[src/shared/rdec_defs.svh]
`ifndef RDEC_DEFS_SVH
`define RDEC_DEFS_SVH

// ----------------------------------------------------------------------------
// timing
// ----------------------------------------------------------------------------
`define RDEC_CLK_HZ 200000000
`define RDEC_MIN_BAUD 1200
`define RDEC_FRAME_BITS 10
// longest bit time at the slowest rate, rounded down to whole cycles
`define RDEC_MAX_BIT_CYCLES (`RDEC_CLK_HZ / `RDEC_MIN_BAUD)
`define RDEC_CNT_W 24
`define RDEC_SETTLE_CYCLES 4

// ----------------------------------------------------------------------------
// buffering
// ----------------------------------------------------------------------------
`define RDEC_FIFO_DEPTH 32

// ----------------------------------------------------------------------------
// pin vector width and reset value
// ----------------------------------------------------------------------------
`define RDEC_PIN_W 7
`define RDEC_PIN_RESET 7'h43

`endif

[src/shared/rdec_pkg.sv]
`default_nettype none
package rdec_pkg;

    // ------------------------------------------------------------------------
    // control modes selected by the mode switch
    // ------------------------------------------------------------------------
    typedef enum logic [1:0] {
        RDEC_MODE_ALWAYS = 2'b00,
        RDEC_MODE_AUTO = 2'b01,
        RDEC_MODE_RTS = 2'b10,
        RDEC_MODE_DATA = 2'b11
    } rdec_mode_t;

    // ------------------------------------------------------------------------
    // synchronised pin group
    // ------------------------------------------------------------------------
    typedef struct packed {
        logic tx;
        logic rts;
        logic rx_pos;
        logic rx_neg;
        logic echo_off;
        logic [1:0] mode;
    } rdec_pins_t;

endpackage
`default_nettype wire

[src/hw/rdec_fifo.sv]
`timescale 1ns/1ps
`default_nettype none
module rdec_fifo
    import rdec_pkg::*;
#(
    parameter int WIDTH = 24,
    parameter int DEPTH = 32
)
(
    // clock and reset
    input wire logic clk,
    input wire logic rst,
    input wire logic ce,
    // fill side
    input wire logic in_valid,
    output logic in_ready,
    input wire logic [WIDTH-1:0] in_data,
    // drain side
    output logic out_valid,
    input wire logic out_ready,
    output logic [WIDTH-1:0] out_data
);
    localparam int AW = $clog2(DEPTH);

    logic [WIDTH-1:0] mem [DEPTH];
    logic [AW-1:0] wr_ptr;
    logic [AW-1:0] rd_ptr;
    logic [AW:0] count;
    logic [AW-1:0] next_wr_ptr;
    logic [AW-1:0] next_rd_ptr;
    logic [AW:0] next_count;
    logic push;
    logic pop;

    assign in_ready = (count != (AW+1)'(DEPTH));
    assign out_valid = (count != '0);
    assign out_data = mem[rd_ptr];
    assign push = in_valid && in_ready;
    assign pop = out_valid && out_ready;

    always_comb
    begin
        next_wr_ptr = push ? wr_ptr + 1'b1 : wr_ptr;
        next_rd_ptr = pop ? rd_ptr + 1'b1 : rd_ptr;
        next_count = count + (AW+1)'(push) - (AW+1)'(pop);
    end

    always_ff @(posedge clk)
    begin
        if (rst)
        begin
            wr_ptr <= '0;
            rd_ptr <= '0;
            count <= '0;
        end
        else if (ce)
        begin
            wr_ptr <= next_wr_ptr;
            rd_ptr <= next_rd_ptr;
            count <= next_count;
        end
    end

    always_ff @(posedge clk)
    begin
        if (ce && push)
        begin
            mem[wr_ptr] <= in_data;
        end
    end
endmodule
`default_nettype wire

[src/hw/rdec_top.sv]
`timescale 1ns/1ps
`default_nettype none
`include "rdec_defs.svh"
module rdec_top
    import rdec_pkg::*;
#(
    parameter int MAX_BIT_CYCLES = `RDEC_MAX_BIT_CYCLES,
    parameter int FIFO_DEPTH = `RDEC_FIFO_DEPTH
)
(
    // clock and reset
    input wire logic clk,
    input wire logic rst,
    input wire logic ce,
    // switches
    input wire logic [1:0] mode_select_switch,
    input wire logic line_option_switch,
    // host side
    input wire logic host_transmit_in,
    input wire logic host_request_in,
    output logic host_receive_out,
    // bus side
    output logic bus_tx_positive,
    output logic bus_tx_negative,
    output logic bus_tx_oe,
    input wire logic bus_rx_positive,
    input wire logic bus_rx_negative,
    // indicator
    output logic enable_led
);
    localparam int CW = `RDEC_CNT_W;
    localparam logic [CW-1:0] MAX_BIT = CW'(MAX_BIT_CYCLES);
    localparam logic [CW-1:0] FRAME = CW'(`RDEC_FRAME_BITS);
    localparam logic [2:0] SETTLE = 3'(`RDEC_SETTLE_CYCLES);

    // ------------------------------------------------------------------------
    // pin synchronisers
    // ------------------------------------------------------------------------
    rdec_pins_t raw;
    rdec_pins_t s1;
    rdec_pins_t s2;
    rdec_pins_t s3;
    rdec_pins_t pins;
    rdec_pins_t next_pins;

    assign raw = '{tx: host_transmit_in, rts: host_request_in, rx_pos: bus_rx_positive,
                   rx_neg: bus_rx_negative, echo_off: line_option_switch, mode: mode_select_switch};

    // each bit is accepted once the second and third stage agree
    genvar gi;
    generate
        for (gi = 0; gi < `RDEC_PIN_W; gi++)
        begin : g_sync
            always_comb
            begin
                next_pins[gi] = (s2[gi] == s3[gi]) ? s2[gi] : pins[gi];
            end
        end
    endgenerate

    always_ff @(posedge clk)
    begin
        if (rst)
        begin
            s1 <= `RDEC_PIN_RESET;
            s2 <= `RDEC_PIN_RESET;
            s3 <= `RDEC_PIN_RESET;
            pins <= `RDEC_PIN_RESET;
        end
        else if (ce)
        begin
            s1 <= raw;
            s2 <= s1;
            s3 <= s2;
            pins <= next_pins;
        end
    end

    // ------------------------------------------------------------------------
    // one-time mode latch
    // ------------------------------------------------------------------------
    logic [2:0] settle;
    logic latched;
    rdec_mode_t mode;
    logic [2:0] next_settle;
    logic next_latched;
    rdec_mode_t next_mode;

    always_comb
    begin
        next_settle = settle;
        next_latched = latched;
        next_mode = mode;
        if (!latched)
        begin
            if (settle == SETTLE)
            begin
                next_latched = 1'b1;
                next_mode = rdec_mode_t'(pins.mode);
            end
            else
            begin
                next_settle = settle + 3'h1;
            end
        end
    end

    always_ff @(posedge clk)
    begin
        if (rst)
        begin
            settle <= 3'h0;
            latched <= 1'b0;
            mode <= RDEC_MODE_ALWAYS;
        end
        else if (ce)
        begin
            settle <= next_settle;
            latched <= next_latched;
            mode <= next_mode;
        end
    end

    // ------------------------------------------------------------------------
    // edge interval measurement
    // ------------------------------------------------------------------------
    logic tx_prev;
    logic [CW-1:0] interval;
    logic pend_valid;
    logic [CW-1:0] pend_data;
    logic next_tx_prev;
    logic [CW-1:0] next_interval;
    logic next_pend_valid;
    logic [CW-1:0] next_pend_data;
    logic tx_edge;
    logic tx_fall;
    logic fifo_in_ready;
    logic fifo_out_valid;
    logic [CW-1:0] fifo_out_data;
    logic pop_phase;

    assign tx_edge = pins.tx ^ tx_prev;
    assign tx_fall = tx_prev && !pins.tx;

    always_comb
    begin
        next_tx_prev = pins.tx;
        next_interval = (interval == MAX_BIT) ? interval : interval + 1'b1;
        next_pend_valid = pend_valid && !fifo_in_ready;
        next_pend_data = pend_data;
        if (tx_edge)
        begin
            next_interval = CW'(1);
            // a full buffer drops the new interval, never stalls the sampling
            if (!pend_valid || fifo_in_ready)
            begin
                next_pend_valid = 1'b1;
                next_pend_data = interval;
            end
        end
    end

    always_ff @(posedge clk)
    begin
        if (rst)
        begin
            tx_prev <= 1'b1;
            interval <= MAX_BIT;
            pend_valid <= 1'b0;
            pend_data <= '0;
        end
        else if (ce)
        begin
            tx_prev <= next_tx_prev;
            interval <= next_interval;
            pend_valid <= next_pend_valid;
            pend_data <= next_pend_data;
        end
    end

    rdec_fifo #(
        .WIDTH(CW),
        .DEPTH(FIFO_DEPTH)
    ) u_fifo (
        .clk(clk),
        .rst(rst),
        .ce(ce),
        .in_valid(pend_valid),
        .in_ready(fifo_in_ready),
        .in_data(pend_data),
        .out_valid(fifo_out_valid),
        .out_ready(pop_phase),
        .out_data(fifo_out_data)
    );

    // ------------------------------------------------------------------------
    // rate estimate and hold timer
    // ------------------------------------------------------------------------
    logic [CW-1:0] period;
    logic [CW-1:0] hold;
    logic [CW-1:0] next_period;
    logic [CW-1:0] next_hold;
    logic next_pop_phase;

    always_comb
    begin
        next_pop_phase = !pop_phase;
        next_period = period;
        // shortest edge spacing seen is one bit time
        if (pop_phase && fifo_out_valid && fifo_out_data != '0 && fifo_out_data < period)
        begin
            next_period = fifo_out_data;
        end
        next_hold = (hold != '0) ? hold - 1'b1 : hold;
        if (mode == RDEC_MODE_AUTO && tx_fall)
        begin
            next_hold = CW'(period * FRAME);
        end
    end

    always_ff @(posedge clk)
    begin
        if (rst)
        begin
            period <= MAX_BIT;
            hold <= '0;
            pop_phase <= 1'b0;
        end
        else if (ce)
        begin
            period <= next_period;
            hold <= next_hold;
            pop_phase <= next_pop_phase;
        end
    end

    // ------------------------------------------------------------------------
    // driver enable and outputs
    // ------------------------------------------------------------------------
    logic rx_level;
    logic next_oe;
    logic next_rx_level;
    logic next_receive;

    always_comb
    begin
        next_oe = 1'b0;
        if (latched)
        begin
            case (mode)
                RDEC_MODE_ALWAYS: next_oe = 1'b1;
                RDEC_MODE_AUTO: next_oe = tx_fall || (hold != '0) || !pins.tx;
                RDEC_MODE_RTS: next_oe = pins.rts;
                RDEC_MODE_DATA: next_oe = !pins.tx;
                default: next_oe = 1'b0;
            endcase
        end
        next_rx_level = (pins.rx_pos != pins.rx_neg) ? pins.rx_pos : rx_level;
        // idle mark returned while our own driver is on and echo_off is set
        next_receive = (pins.echo_off && next_oe) ? 1'b1 : next_rx_level;
    end

    always_ff @(posedge clk)
    begin
        if (rst)
        begin
            rx_level <= 1'b1;
            bus_tx_oe <= 1'b0;
            enable_led <= 1'b0;
            bus_tx_positive <= 1'b1;
            bus_tx_negative <= 1'b0;
            host_receive_out <= 1'b1;
        end
        else if (ce)
        begin
            rx_level <= next_rx_level;
            bus_tx_oe <= next_oe;
            enable_led <= next_oe;
            bus_tx_positive <= pins.tx;
            bus_tx_negative <= !pins.tx;
            host_receive_out <= next_receive;
        end
    end
endmodule
`default_nettype wire

[config.mk]
export PLATFORM = sky130hd
export DESIGN_NAME = rdec_top
export DESIGN_NICKNAME = d
export VERILOG_FILES = /design/src/shared/rdec_pkg.sv /design/src/hw/rdec_fifo.sv /design/src/hw/rdec_top.sv
export VERILOG_INCLUDE_DIRS = /design/src /design/src/shared
export SDC_FILE = /design/constraint.sdc
export NUM_CORES = 1
export LEC_CHECK = 0
export BUFFER_PORTS_ARGS = -buffer_cell sky130_fd_sc_hd__clkbuf_2
export CORE_MARGIN = 2
export CORE_UTILIZATION = 35
export CTS_BUF_LIST = sky130_fd_sc_hd__clkbuf_2
export DETAILED_ROUTE_END_ITERATION = 12
export SLEW_MARGIN = 0
export SYNTH_ARGS = -nofsm -noshare
export SYNTH_HDL_FRONTEND = slang
export SYNTH_SLANG_ARGS = --single-unit
[constraint.sdc]
create_clock -name clk -period 4.74 [get_ports clk]
set_clock_uncertainty 0.2 [all_clocks]
set_input_delay 0.948 -clock clk [delete_from_list [all_inputs] [get_ports clk]]
set_output_delay 0.948 -clock clk [all_outputs]
set_load 0.005 [all_outputs]
==> flow_summary.json <==
{
  "drc": 0,
  "avgSynthCellArea_um2": 16.14,
  "hpwl_mm": 60.83,
  "port_buffers": 14,
  "worstSetupStartpointType": "flop",
  "worstPathArrival_ns": 5.50,
  "setup_viol": 0,
  "hold_viol": 0,
  "mostFrequentLayoutCells": "768 x edfxtp_1, 337 x clkbuf_2, 161 x mux4_2",
  "top_usage_layer": "met2",
  "synthTopCellsByArea": "edfxtp_1 61%, mux4_2 9.6%, dfxtp_1 8.3%, mux2i_1 3.1%, ha_1 2.7%",
  "vdd_drop_max_mv": 0.1883,
  "preCtsSetupSlack_ns": 0.1128,
  "wl_mm": 97.51,
  "power.clock.fraction": 0.332,
  "combPwrFrac": 0.100,
  "yosysTopAreaCell": "edfxtp_1",
  "drtIter0Drc": 2216,
  "die_y_um": 333.1,
  "place_congestion": 0.8219,
  "grt-ovfl-total": 0,
  "syn2layout_area_growth_pct": 13.62,
  "clock-sinks": 926,
  "grt_pass1_vias": 23059,
  "layoutNonFillerInstCount": 4226,
  "cts.path.max_buffers": 3,
  "nets": 2730,
  "finalWorstSetupSlack_ns": 0.2504,
  "die_x_um": 333.1,
  "antenna_left": 0,
  "synth_xor_area_frac": 0.01086,
  "grtUsageMet2": 0.2850,
  "seq_power_share": 0.567,
  "cts_buffers": 217,
  "clock_latency_ns": 1.48,
  "utilization": 0.4018,
  "nFillCells": 9875,
  "grt_max_degree": 55,
  "p_per_area_mw_per_mm2": 366.1,
  "routed-via-count": 22473,
  "swShare": 0.2692,
  "grt_first_pass_wirelength_mm": 143.6,
  "timing.final.crit_share": 0.9472,
  "root_buffer": "clkbuf_2",
  "tightestPinTransition_ns": 1.296,
  "grt_use_met3": 0.04192,
  "power.internal_mw": 11.52,
  "syn_inst": 2349,
  "synth_top_family_by_area": "multiplexers",
  "syn-num-nets": 2444,
  "synthAdderAreaFrac": 0.02872,
  "yosysWarnings": 0,
  "io-pin-count": 15,
  "final_common_cell": "edfxtp_1",
  "synth-simple-area-share": 0.05872,
  "grt_usage": 0.1737,
  "synth_edf_count": 768,
  "p_leak_nw": 15.28,
  "critPathKind": "reg -> reg",
  "critPathRequiredTime_ns": 5.75,
  "ctsHtreeMaxLevel": 4,
  "synth_mux_area_frac": 0.1304,
  "path_clk_slew_ns": 0.11,
  "start_util": 0.3536,
  "via_per_inst": 5.318,
  "rows": 120,
  "synth-main-ff-cell": "edfxtp_1",
  "rsz0062_at_grt": "no",
  "async_reset_ff_frac": 0,
  "endpoint_kind": "flop",
  "wire_per_inst_um": 23.07,
  "drive_above_1_share": 0.2618,
  "met1_usage": 0.2188,
  "antenna_found_initial": 2,
  "max_freq_mhz": 222.7,
  "postSynthRegisterBits": 926,
  "min_path_type": "reg -> reg",
  "dp_cells": 3781,
  "core-area_mm2": 0.1072,
  "synth_top_area_frac": 0.6084,
  "netlist_area_mm2": 0.03791,
  "cts_tree": "done",
  "tns_ns": 0,
  "drv_cap": 0,
  "path_max_fanout": 21,
  "synth_compound_area_frac": 0.05832,
  "drv_slew": 0,
  "power.switching_mw": 4.245,
  "slew-limit-headroom": 0.1360,
  "yosysUniqueCellTypes": 72,
  "dieArea_mm2": 0.1110,
  "whs_ns": 0.2689,
  "outcome": "finished clean",
  "timing.final.crit_period_ns": 4.490,
  "dr.pass1.iters": 7,
  "seq_area_frac_synth": 0.6918
}
## flip-flops by register name (all words and copies together), names as in the netlist, 2 cells and up, named ones only
name           flops
u_fifo.mem       768
hold              24
interval          24
pend_data         24
period            24
s1                 7
s2                 7
s3                 7
pins               6
u_fifo.count       6
u_fifo.rd_ptr      5
u_fifo.wr_ptr      5
settle             3
mode               2
## final timing paths
path	start	endpoint	slack (ns)	depth (start not counted)
setup / recovery	flop	period[13]$_SDFFE_PP0P_	0.25	17
hold reg to reg	pins[1]$_SDFFE_PP1P_	mode[1]$_SDFFE_PP0P_	0.27	2
setup reg to reg	flop	period[13]$_SDFFE_PP0P_	0.25	17
hold / removal	pins[1]$_SDFFE_PP1P_	mode[1]$_SDFFE_PP0P_	0.27	2
## synth_stat cells (4+ instances only)
cell / count
edfxtp_1: 768
nor2_1: 179
mux4_2: 161
dfxtp_1: 158
nand2_1: 126
mux2i_1: 118
a21oi_1: 95
ha_1: 83
o21ai_0: 70
clkbuf_1: 69
inv_1: 63
a22oi_1: 44
nand3_1: 33
nor3_1: 31
xnor2_1: 25
xor2_1: 22
nand4_1: 20
a221oi_1: 18
a211oi_1: 17
o22ai_1: 16
buf_4: 15
nor4_1: 15
nand2b_1: 14
a21o_1: 12
buf_6: 12
mux2_2: 12
or3_1: 12
nor2b_1: 10
o21a_1: 8
buf_1: 7
a31oi_1: 6
and3_1: 6
buf_2: 6
o211ai_1: 6
o221ai_1: 6
a22o_1: 5
nand3b_1: 5
o21ai_1: 5
o22a_1: 5
or2_2: 5
and2_1: 4
o21bai_1: 4
or3b_2: 4
## through the flow
stage | cell area [um2] | total power [mW]
after floorplan | 37910 | 10.27
after global placement | 40470 | 10.58
after detailed placement | 40470 | 10.63
after CTS | 42770 | 15.89
after global routing | 43070 | 16.54
final | 43070 | 15.77
## power groups by stage
stage	combinational [mW]	sequential, mW	clock, mW
global placement	1.45	9.12	0
CTS	1.52	8.95	5.42
detailed placement	1.50	9.13	0
finish	1.58	8.95	5.24
global route	1.75	8.97	5.82
floorplan	1.19	9.08	0
## cell families after synthesis
group,Yosys count
xor+xnor,47
flops,926
buf+inv,173
simple gates,482
fa+ha+maj,86
compound gates,344
mux,291
## repair_timing
action                                  CTS  global route
resized for setup                         0            22
endpoints found under the hold margin    86             0
hold buffers                             21             0
buffers inserted                          0            14
endpoints found under the setup margin    0            24
## worst max-delay path, cell delays in order, from the launching register on
cell and delay [ns]:
dfxtp_4 0.44, buf_4 0.16, buf_12 0.15, mux4_2 0.51, mux2i_1 0.22, o22ai_1 0.17
or2_4 0.33, ha_1 0.30, nand4_1 0.15, or3_4 0.42, nor3_4 0.20, and3_1 0.16
o311ai_0 0.13, o211a_1 0.18, o31a_1 0.14, buf_12 0.18, mux2i_1 0.16, nor2_1 0.07
## layer usage
layer,wire (um),share of wire
met1,39570,0.41
met2,47680,0.49
met3,6967,0.071
met4,3294,0.034
met5,0,0
## final cells by class
type | instances | area, um2 | area share
clock inverter | 79 | 462.9 | 0.01075
timing repair buffer | 176 | 1703 | 0.03954
tap | 1403 | 1755 | 0.04076
inverter | 64 | 240.2 | 0.005578
multi-input combinational | 1250 | 11040 | 0.2564
clock buffer | 324 | 1622 | 0.03765
sequential | 926 | 26230 | 0.6091
antenna | 4 | 10.01 | 0.0002324
(Power assumes the default switching activity.)
